`config.mk`:
```
export PLATFORM = sky130hd
export DESIGN_NAME = arfs_seq
export DESIGN_NICKNAME = d
export VERILOG_FILES = /design/src/arfs_pkg.sv /design/src/arfs_seq.sv
export VERILOG_INCLUDE_DIRS = /design/src
export SDC_FILE = /design/constraint.sdc
export NUM_CORES = 1
export LEC_CHECK = 0
export BUFFER_PORTS_ARGS = -buffer_cell sky130_fd_sc_hd__buf_2
export CELL_PAD_IN_SITES_DETAIL_PLACEMENT = 1
export CELL_PAD_IN_SITES_GLOBAL_PLACEMENT = 1
export CORE_ASPECT_RATIO = 1.1
export CORE_UTILIZATION = 48
export CTS_CLUSTER_DIAMETER = 40
export CTS_CLUSTER_SIZE = 24
export DETAILED_ROUTE_END_ITERATION = 10
export PLACE_DENSITY = 0.94
export SLEW_MARGIN = 40
export SYNTH_ARGS = -nofsm -noshare
export SYNTH_HDL_FRONTEND = slang
export SYNTH_SLANG_ARGS = --single-unit
```
`constraint.sdc`:
```
create_clock -name clock_in -period 6.1 [get_ports clock_in]
set_clock_uncertainty 0.05 [all_clocks]
set_input_delay 1.83 -clock clock_in [delete_from_list [all_inputs] [get_ports clock_in]]
set_output_delay 1.83 -clock clock_in [all_outputs]
set_load 0.005 [all_outputs]
```
`src/arfs_regs.svh`:
```
// register offsets, reset values and timing counts of the restart sequencer
`ifndef ARFS_REGS_SVH
`define ARFS_REGS_SVH
// register byte offsets
`define ARFS_ADDR_MODE    8'h00
`define ARFS_ADDR_COUNT   8'h04
`define ARFS_ADDR_WAIT    8'h08
`define ARFS_ADDR_MON     8'h0c
`define ARFS_ADDR_STAT    8'h10
// restart mode selector codes
`define ARFS_MODE_OFF     3'h0
`define ARFS_MODE_ACK     3'h1
`define ARFS_MODE_PWR     3'h4
`define ARFS_MODE_ANY     3'h6
// reset values
`define ARFS_MODE_RST     3'h0
`define ARFS_COUNT_RST    8'h03
`define ARFS_WAIT_RST     8'h01
`define ARFS_MON_RST      8'h3c
`define ARFS_SECS_RST     8'hff
// status field positions
`define ARFS_STAT_ABORT   0
`define ARFS_STAT_PWR     1
`define ARFS_STAT_TRIES   8
`define ARFS_STAT_STATE   16
// timing: one second on the timebase, guard of one second
`define ARFS_SEC_NS       1000000000
`define ARFS_CLK_NS       40
`define ARFS_SEC_CYC      (`ARFS_SEC_NS / `ARFS_CLK_NS)
`define ARFS_GUARD_S      9'h001
`endif

```
`src/arfs_pkg.sv`:
```
// types of the restart sequencer
package arfs_pkg;
   // sequencer states
   typedef enum logic [2:0] {
      ST_IDLE, ST_HOLD, ST_CHECK, ST_MON, ST_ABORT
   } arfs_state_e;
   // register bus request
   typedef struct packed {
      logic [7:0]  addr;
      logic [31:0] wdata;
      logic        wr;
      logic        rd;
   } arfs_bus_s;
   // fault indications from the drive
   typedef struct packed {
      logic any;         // some fault is pending
      logic cause;       // cause of a pending fault still present
      logic psu;         // power module supply fault
      logic infeed;      // infeed fault
      logic infeed_used; // infeed object in use
   } arfs_flt_s;
   // whole module state
   typedef struct packed {
      arfs_state_e state;
      logic [2:0]  mode;
      logic [7:0]  count;
      logic [7:0]  wait_s;
      logic [7:0]  mon_s;
      logic [31:0] tick;
      logic [7:0]  secs;
      logic [7:0]  tries;
      logic        run_seen;
      logic        pwr_evt;
      logic        ack;
      logic        restart;
      logic        aborted;
      logic [31:0] rdata;
   } arfs_st_s;
endpackage : arfs_pkg

```
`src/arfs_seq.sv`:
```
// automatic fault acknowledge and restart sequencer
// Function
// - mode zero disables all automatic action
// - mode one acknowledges cleared faults, no restart
// - mode one keeps acknowledging later faults
// - run high: wait time plus one second spacing
// - run low: one second spacing
// - mode one never raises restart aborted
// - mode four restarts on supply faults only
// - mode four ignores other faults, aborts on failure
// - control supply loss counts as power failure
// - mode six restarts after any fault
// - mode six attempts limited by count
// - mode six monitors supply recovery time
// - modes four and six restart without new command
//
// Added by the designer: the address-and-strobe port and the placing of the registers.
`timescale 1ns/1ps
`include "arfs_regs.svh"
module arfs_seq #(
   parameter int unsigned SEC_CYCLES = `ARFS_SEC_CYC // cycles per second
) (
   input  wire logic               clock_in,
   input  wire logic               arst_n_in,
   input  wire arfs_pkg::arfs_bus_s bus_in,
   output logic [31:0]             rdata_out,
   input  wire arfs_pkg::arfs_flt_s flt_in,
   input  wire logic [1:0]         trig_in,
   input  wire logic               run_cmd_in,
   input  wire logic               cu_supply_ok_in,
   output logic                    ack_out,
   output logic                    restart_out,
   output logic                    aborted_out
);
   import arfs_pkg::*;

   arfs_st_s q;                      // registered state
   arfs_st_s d;                      // next state
   logic     sec_pulse;              // one second elapsed on timebase
   logic [8:0] guard_s;              // spacing needed in mode one
   logic     mode_wr;                // software writes the mode
   logic     evt_pwr;                // power failure style event
   logic     evt_any;                // fault pending or trigger bit zero
   logic     exhausted;              // attempt count used up

   // elapsed seconds reached a limit
   function automatic logic secs_ge(input logic [7:0] s,
                                    input logic [8:0] lim);
      secs_ge = ({1'b0, s} >= lim);
   endfunction : secs_ge

   ////////////////////////////////////////////////////////////////////
   // event decoding
   ////////////////////////////////////////////////////////////////////
   always_comb begin
      sec_pulse = (q.tick == 32'(SEC_CYCLES - 1));
      mode_wr   = bus_in.wr && (bus_in.addr == `ARFS_ADDR_MODE);
      guard_s   = run_cmd_in ? ({1'b0, q.wait_s} + `ARFS_GUARD_S)
                             : `ARFS_GUARD_S;
      evt_pwr   = !cu_supply_ok_in || flt_in.psu || trig_in[1] ||
                  (flt_in.infeed_used && flt_in.infeed);
      evt_any   = flt_in.any || trig_in[0];
      exhausted = ({1'b0, q.tries} + 9'h001) >= {1'b0, q.count};
   end

   ////////////////////////////////////////////////////////////////////
   // next state
   ////////////////////////////////////////////////////////////////////
   always_comb begin
      d         = q;
      d.ack     = 1'b0;
      d.restart = 1'b0;
      d.rdata   = 32'h0;
      // one second timebase, seconds saturate
      if (sec_pulse) begin
         d.tick = 32'h0;
         if (q.secs != 8'hff) begin
            d.secs = q.secs + 8'h01;
         end
      end else begin
         d.tick = q.tick + 32'h1;
      end
      // sequencer
      unique case (q.state)
         ST_IDLE: begin
            unique case (q.mode)
               `ARFS_MODE_ACK: begin
                  if (flt_in.any && !flt_in.cause &&
                      secs_ge(q.secs, guard_s)) begin
                     d.ack  = 1'b1;
                     d.secs = 8'h00;
                     d.tick = 32'h0;
                  end
               end
               `ARFS_MODE_PWR: begin
                  if (evt_pwr) begin
                     d.state    = ST_HOLD;
                     d.pwr_evt  = 1'b1;
                     d.run_seen = run_cmd_in;
                     d.secs     = 8'h00;
                     d.tick     = 32'h0;
                  end
               end
               `ARFS_MODE_ANY: begin
                  if (evt_any || evt_pwr) begin
                     d.state    = ST_HOLD;
                     d.pwr_evt  = evt_pwr;
                     d.run_seen = run_cmd_in;
                     d.secs     = 8'h00;
                     d.tick     = 32'h0;
                  end
               end
               default: begin
                  d.state = ST_IDLE;
               end
            endcase
         end
         ST_HOLD: begin
            if (cu_supply_ok_in && !flt_in.cause &&
                (q.mode != `ARFS_MODE_ANY ||
                 secs_ge(q.secs, {1'b0, q.wait_s}))) begin
               d.ack   = 1'b1;
               d.state = ST_CHECK;
            end else if (q.mode == `ARFS_MODE_ANY && !cu_supply_ok_in &&
                         secs_ge(q.secs, {1'b0, q.mon_s})) begin
               d.state = ST_ABORT;
            end
         end
         ST_CHECK: begin
            if (flt_in.any) begin
               if (q.mode == `ARFS_MODE_PWR || exhausted) begin
                  d.state = ST_ABORT;
               end else begin
                  d.tries = q.tries + 8'h01;
                  d.state = ST_HOLD;
                  d.secs  = 8'h00;
                  d.tick  = 32'h0;
               end
            end else begin
               d.restart = q.run_seen && run_cmd_in;
               d.state   = ST_MON;
               d.secs    = 8'h00;
               d.tick    = 32'h0;
            end
         end
         ST_MON: begin
            if (q.mode == `ARFS_MODE_ANY && evt_any) begin
               if (exhausted) begin
                  d.state = ST_ABORT;
               end else begin
                  d.tries    = q.tries + 8'h01;
                  d.state    = ST_HOLD;
                  d.run_seen = run_cmd_in;
                  d.secs     = 8'h00;
                  d.tick     = 32'h0;
               end
            end else if (q.mode != `ARFS_MODE_ANY ||
                         secs_ge(q.secs, {1'b0, q.mon_s})) begin
               d.tries   = 8'h00;
               d.pwr_evt = 1'b0;
               d.state   = ST_IDLE;
            end
         end
         ST_ABORT: begin
            // leaves when run command drops
            if (!run_cmd_in) begin
               d.aborted = 1'b0;
               d.tries   = 8'h00;
               d.pwr_evt = 1'b0;
               d.state   = ST_IDLE;
            end
         end
      endcase
      if (d.state == ST_ABORT) begin
         d.aborted = 1'b1;
      end
      // register writes
      if (bus_in.wr) begin
         unique case (bus_in.addr)
            `ARFS_ADDR_MODE: begin
               d.mode    = bus_in.wdata[2:0];
               d.state   = ST_IDLE;
               d.tries   = 8'h00;
               d.aborted = 1'b0;
               d.pwr_evt = 1'b0;
               d.ack     = 1'b0;
               d.restart = 1'b0;
            end
            `ARFS_ADDR_COUNT: d.count  = bus_in.wdata[7:0];
            `ARFS_ADDR_WAIT:  d.wait_s = bus_in.wdata[7:0];
            `ARFS_ADDR_MON:   d.mon_s  = bus_in.wdata[7:0];
            default:          d.count  = q.count;
         endcase
      end
      // register reads, data next cycle
      if (bus_in.rd) begin
         unique case (bus_in.addr)
            `ARFS_ADDR_MODE:  d.rdata = {29'h0, q.mode};
            `ARFS_ADDR_COUNT: d.rdata = {24'h0, q.count};
            `ARFS_ADDR_WAIT:  d.rdata = {24'h0, q.wait_s};
            `ARFS_ADDR_MON:   d.rdata = {24'h0, q.mon_s};
            `ARFS_ADDR_STAT: begin
               d.rdata[`ARFS_STAT_ABORT] = q.aborted;
               d.rdata[`ARFS_STAT_PWR]   = q.pwr_evt;
               d.rdata[`ARFS_STAT_TRIES +: 8] = q.tries;
               d.rdata[`ARFS_STAT_STATE +: 3] = q.state;
            end
            default:          d.rdata = 32'h0;
         endcase
      end
   end

   ////////////////////////////////////////////////////////////////////
   // state register
   ////////////////////////////////////////////////////////////////////
   always_ff @(posedge clock_in or negedge arst_n_in) begin
      if (!arst_n_in) begin
         q          <= '0;
         q.state    <= ST_IDLE;
         q.mode     <= `ARFS_MODE_RST;
         q.count    <= `ARFS_COUNT_RST;
         q.wait_s   <= `ARFS_WAIT_RST;
         q.mon_s    <= `ARFS_MON_RST;
         q.secs     <= `ARFS_SECS_RST;
      end else begin
         q <= d;
      end
   end

   // outputs come straight from flip-flops
   assign rdata_out   = q.rdata;
   assign ack_out     = q.ack;
   assign restart_out = q.restart;
   assign aborted_out = q.aborted;
endmodule : arfs_seq

```
==> flow_summary_export.csv, run 1 <==
group,metric,value,unit
grt,grt_first_pass_wirelength,27300,um
placed_design,hpwl,12200,um
logic_synthesis,synthFlopType,"dfrtp_1",
clocking,clockBufferDepth,2,
grt,grt_start_max_net_pins,53,
timing,worst_pin_slew,0.680,ns
pwr,total_power,1.72,mW
cells_and_area,design_area,0.00673,mm2
grt,gr-usage-met3,3.08,%
detailed_routing,avgRoutedWirePerCell,19.7,um
detailed_routing,first_iter_violations,294,
timing,rsz0062_at_grt,"false",
cells_and_area,antenna_cells,0,
detailed_routing,drc_errors,10,
timing,hold_viol,0,
detailed_routing,vias,5084,
die,rows,43,
timing,report.final.slew_viol_count,0,
cells_and_area,nets,782,
detailed_routing,dr.pass1.iters,8,
timing,max_freq,257,MHz
grt,groute.layer.met2.usage,45.3,%
logic_synthesis,yosysSeqAreaShare,40.9,%
worst_setup_path,worstPathMaxFanout,19,
grt,grt_overflow,0,
logic_synthesis,synth-async-reset-ratio,100,%
timing,setup_slack,2.20,ns
logic_synthesis,avgSynthCellArea,9.31,um2
clocking,cts_buffers,9,
clocking,insertion_delay,0.36,ns
clocking,clock-root-buffer,"clkbuf_16",
pwr,p_per_area,256,mW/mm2
clocking,cts_resized,0,
die,io-pin-count,88,
cells_and_area,area_growth,7.09,%
clocking,clk_pin_slew,0.07,ns
grt,grt_pass1_vias,5361,
timing,min_period_over_period,63.9,%
placed_design,pre_cts_ws,1.78,ns
die,coreArea,0.0127,mm2
timing,setup_viol,0,
detailed_routing,finalWirelength,16800,um
logic_synthesis,synth.top_cell.area_share,34.7,%
placed_design,dp.cells,838,
clocking,cts_setup_buffers,0,
timing,tns,0,ns
detailed_routing,ant_nets,0,
cells_and_area,final_common_cell,"dfrtp_1",
timing,relSlewSlack,54.7,%
grt,busiest_layer,"met2",
job,cap_violations,0,
clocking,clock-sinks,102,
clocking,cts_tree,"built",
placed_design,post_dp_cell_area,0.00641,mm2
worst_setup_path,crit_path_end_kind,"register",
cells_and_area,stdcell_count,855,
cells_and_area,n_fill_cell,1460,
grt,grt_use_total,25.8,%
clocking,cts-hold-fix-buffers,0,
worst_setup_path,required,6.25,ns
pwr,irDropWorstVdd,122,uV
die,start_util,49.5,%
logic_synthesis,synth_area_leaders,"dfrtp_1 (35%), ha_1 (7.2%), dfstp_2 (6.3%)",
logic_synthesis,ys_ff_latch,102,
die,die_w,111,um
pwr,leakagePower,3.18,nW
die,die_area,0.0136,mm2
timing,fin_crit,3.90,ns
cells_and_area,final_cell_mix,"dfrtp_1 (87), nand2_1 (79), nor2_1 (59)",
grt,use_met1,31.8,%
logic_synthesis,synth_cells,675,
grt,antenna_found_initial,0,
worst_setup_path,arrival,4.05,ns
clocking,htree_levels,3,
logic_synthesis,synth_edf_count,0,
logic_synthesis,syn_area,0.00628,mm2
worst_setup_path,critPathKind,"input pin to register",
outcome,failed_checks,"DRC",
cells_and_area,drive_gt1_share,17.5,%
placed_design,io_buffer_count,50,
detailed_routing,via_per_inst,5.95,
min_path,hp-class,"register to register",
worst_setup_path,critPathLaunchType,"input pin",
logic_synthesis,synth_warnings,0,
logic_synthesis,synth.largest_area_cell,"dfrtp_1",
outcome,status,"finished with violations",
die,die_h,122,um
logic_synthesis,synth_cell_type_count,73,
placed_design,gp_congestion,0.874,
## state kept, by name, summed over array words and instances (netlist names)
name,flops
q,80
ack_out,1
restart_out,1
aborted_out,1
rdata_out,19
## worst max-delay path, stage by stage
cell,delay (ns)
buf_2,0.21
or4_1,0.52
nor3_1,0.48
and2_1,0.65
nor2_1,0.11
nand2_1,0.11
o21ai_0,0.12
## area by class of cell
type | count | area (um2) | area share, %
clock inverters | 7 | 81.3 | 1.21
clock buffers | 9 | 225 | 3.35
inverters | 31 | 116 | 1.73
flip-flops and latches | 102 | 2570 | 38.2
well taps | 157 | 196 | 2.92
repair buffers | 53 | 283 | 4.20
multi-input cells | 496 | 3250 | 48.4
## cells in the mapped netlist (all sizes together) (10+ instances only)
library cell  number
dfrtp             87
nand2             79
nor2              64
buf               48
o21ai             39
ha                36
inv               31
nand3             30
and3              27
xor2              25
xnor2             23
a21oi             18
dfstp             15
nor3              13
mux2              12
nand4             11
clkbuf            10
## stage by stage
step                hold WS [ns]  utilization, %
floorplan                  0.412               -
global placement           0.438            50.5
detailed placement         0.447            50.5
CTS                        0.463            52.9
global route               0.491            53.0
finish                     0.465            53.0
## logic make-up after synthesis
kind of cell               count (synthesis)  synth area share, %
and+or+nand+nor                          275                 22.4
AOI/OAI and AO/OA                        111                 12.5
DFF                                      102                 40.9
buffers and inverters                     89                 7.99
xor gates and xnor gates                  48                 6.69
adders and majority gates                 36                 7.17
muxes                                     13                 2.31
other                                      1               0.0597
## per-layer routing
layer	part of all wire (%)	up-vias
met3	3.3	37
met1	43	2581
li1	-	2345
met2	50	121
met5	0	-
met4	3.0	0
## power breakdown
part / switching (mW) / internal, mW / total, mW / leakage, nW
registers: 0.0722 / 0.732 / 0.804 / 1.31
clock network: 0.284 / 0.324 / 0.608 / 0.141
logic: 0.189 / 0.123 / 0.311 / 1.72
## worst paths after layout
| check | startpoint | end | slack, ns | cells after the start |
|---|---|---|---|---|
| min in group asynchronous | arst_n_in | q[61] | 1.45 | 1 |
| max in group asynchronous | arst_n_in | rdata_out[7] | 3.43 | 2 |
| max reg2reg | q[37] | q[39] | 2.52 | 12 |
| min | q[53] | q[53] | 0.47 | 1 |
| max | bus_in[37] | q[37] | 2.20 | 7 |
| min reg2reg | q[53] | q[53] | 0.47 | 1 |
Note: power is estimated with default switching activity, not from simulation.
==> run 2, diff against run 1 <==
--- a/config.mk
+++ b/config.mk
@@ -10,11 +10,11 @@
 export CELL_PAD_IN_SITES_DETAIL_PLACEMENT = 1
 export CELL_PAD_IN_SITES_GLOBAL_PLACEMENT = 1
 export CORE_ASPECT_RATIO = 1.1
-export CORE_UTILIZATION = 48
+export CORE_UTILIZATION = 40
 export CTS_CLUSTER_DIAMETER = 40
 export CTS_CLUSTER_SIZE = 24
 export DETAILED_ROUTE_END_ITERATION = 10
-export PLACE_DENSITY = 0.94
+export PLACE_DENSITY = 0.84
 export SLEW_MARGIN = 40
 export SYNTH_ARGS = -nofsm -noshare
 export SYNTH_HDL_FRONTEND = slang
==> constraint.sdc (replaced) <==
create_clock -name clock_in -period 3.3 [get_ports clock_in]
set_clock_uncertainty 0.05 [all_clocks]
set_input_delay 0.99 -clock clock_in [delete_from_list [all_inputs] [get_ports clock_in]]
set_output_delay 0.99 -clock clock_in [all_outputs]
set_load 0.005 [all_outputs]
==> run 2 against run 1 <==
  * The run now ends clean
  * Final cell count rose by 5.6%
  * Cell area rose by 2.2%
  * Flip-flop and latch count did not move
  * Critical path depth rose by 6
  * Register-to-register slack got worse by 2.4 ns
  * Clock power rose by 83%
  * Via count fell by 0.51%
==> flow_summary_export.csv, run 2 (synthesis gave the netlist of run 1 again) <==
group,metric,value,unit
cells_and_area,top_register,"q",
worst_setup_path,r2r_start,"q[37]",
worst_setup_path,crit_buf_inv,1,
placed_design,hpwl,12400,um
cells_and_area,final_cell_mix,"dfrtp_1 (85), nand2_1 (79), nor2_1 (59)",
cells_and_area,drive_gt1_share,19.2,%
timing,hold_viol,0,
worst_setup_path,reg2reg_slack,0.14,ns
pwr,irDropWorstVdd,270,uV
min_path,hp-class,"input pin to async pin",
worst_setup_path,arrival,3.35,ns
die,die_h,133,um
detailed_routing,first_iter_violations,241,
timing,fin_crit,3.16,ns
die,coreArea,0.0152,mm2
cells_and_area,n_fill_cell,1785,
cells_and_area,final_common_cell,"dfrtp_1",
clocking,clockBufferDepth,2,
cells_and_area,nets,791,
cells_and_area,stdcell_count,903,
timing,relSlewSlack,58.1,%
grt,grt_first_pass_wirelength,28000,um
pwr,p_per_area,462,mW/mm2
cells_and_area,antenna_cells,0,
outcome,status,"completed",
clocking,cts_tree,"built",
cells_and_area,largest_reg_flops,80,
grt,grt_use_total,22.1,%
detailed_routing,finalWirelength,16700,um
die,io-pin-count,88,
clocking,cts-hold-fix-buffers,0,
worst_setup_path,crit_path_end_kind,"register",
clocking,clock-sinks,102,
timing,min_period_over_period,95.8,%
detailed_routing,dr.pass1.iters,4,
clocking,insertion_delay,0.36,ns
die,start_util,41.4,%
worst_setup_path,required,3.49,ns
grt,grt_overflow,0,
detailed_routing,avgRoutedWirePerCell,18.4,um
worst_setup_path,crit_chain,"ha_2 > and4_4 > nand2_1 > xnor2_1 > ha_1 > and4_1 > nand2_1 > o21ai_2 > o311ai_2 > o2111ai_2 > o21ai_4 > buf_12 > nor2_1",
worst_setup_path,r2r-end,"q[58]",
clocking,htree_levels,3,
placed_design,io_buffer_count,50,
placed_design,post_dp_cell_area,0.00655,mm2
timing,max_freq,316,MHz
grt,grt_start_max_net_pins,85,
clocking,clock-root-buffer,"clkbuf_16",
cells_and_area,area_growth,9.42,%
timing,tns,0,ns
timing,worst_pin_slew,0.626,ns
timing,setup_viol,0,
cells_and_area,fin_util,45.3,%
cells_and_area,design_area,0.00687,mm2
placed_design,gp_congestion,0.880,
worst_setup_path,crit_path_max_incr_delay,0.43,ns
job,cap_violations,0,
worst_setup_path,cpMostUsedCell,"nand2_1",
detailed_routing,ant_nets,0,
detailed_routing,drc_errors,0,
timing,rsz0062_at_grt,"false",
worst_setup_path,cp_slowest_cell,"dfrtp_2",
die,die_area,0.0162,mm2
worst_setup_path,critPathKind,"register to register",
clocking,cts_buffers,9,
placed_design,dp.cells,886,
die,die_w,121,um
worst_setup_path,critPathLaunchType,"register",
worst_setup_path,worstPathMaxFanout,32,
grt,grt_pass1_vias,5450,
worst_setup_path,reg2reg_depth,13,
timing,setup_slack,0.139,ns
grt,antenna_found_initial,0,
detailed_routing,via_per_inst,5.60,
detailed_routing,vias,5058,
timing,holdWs,0.454,ns
die,rows,47,
worst_setup_path,crit_family,"compound AO/OA/AOI/OAI gates",
pwr,leakagePower,3.23,nW
timing,report.final.slew_viol_count,0,
placed_design,pre_cts_ws,-0.0236,ns
pwr,total_power,3.18,mW
clocking,clk_pin_slew,0.07,ns
run 2: changes by cell type in the layout (fill, tap and decap cells not counted), moves of 2 or more:
cell,change
buf_12,+2
buf_4,+8
dfrtp_1,-2
dfrtp_2,+2
run 2: area by class of cell:
| cell class | instances | area [um2] | share of cell area, % |
|---|---|---|---|
| Inverter | 31 | 116 | 1.69 |
| Clock buffer | 10 | 239 | 3.48 |
| Tap cell | 196 | 245 | 3.57 |
| Clock inverter | 6 | 70.1 | 1.02 |
| Timing Repair Buffer | 62 | 368 | 5.35 |
| Multi-Input combinational cell | 496 | 3260 | 47.5 |
| Sequential cell | 102 | 2570 | 37.4 |
run 2: worst max-delay path by stage:
stage / to / cells after the start / start
finish: q[58] / 13 / q[37]
global route: q[58] / 13 / q[38]
CTS: q[58] / 13 / q[37]
detailed placement: q[41] / 12 / q[37]
global placement: q[39] / 12 / q[37]
floorplan: q[80] / 11 / run_cmd_in
run 2: power breakdown:
group | internal (mW) | switching (mW)
Combinational | 0.238 | 0.346
Clock | 0.613 | 0.499
Sequential | 1.36 | 0.125
Total | 2.21 | 0.971
run 2: what timing repair did:
action | CTS | global route
buffers inserted | 0 | 1
setup endpoints to repair | 1 | 49
hold endpoints to repair | 0 | 0
pin swaps | 0 | 1
gates resized for setup | 1 | 4
run 2: routing by layer:
metal  GRT usage, %  share of wire [%]  vias to the layer above
met1           27.7                 43                     2599
met5              0                  0                        -
met3           2.87                3.0                       21
met4           7.61                1.7                        0
li1               -                  -                     2356
met2           38.7                 52                       82
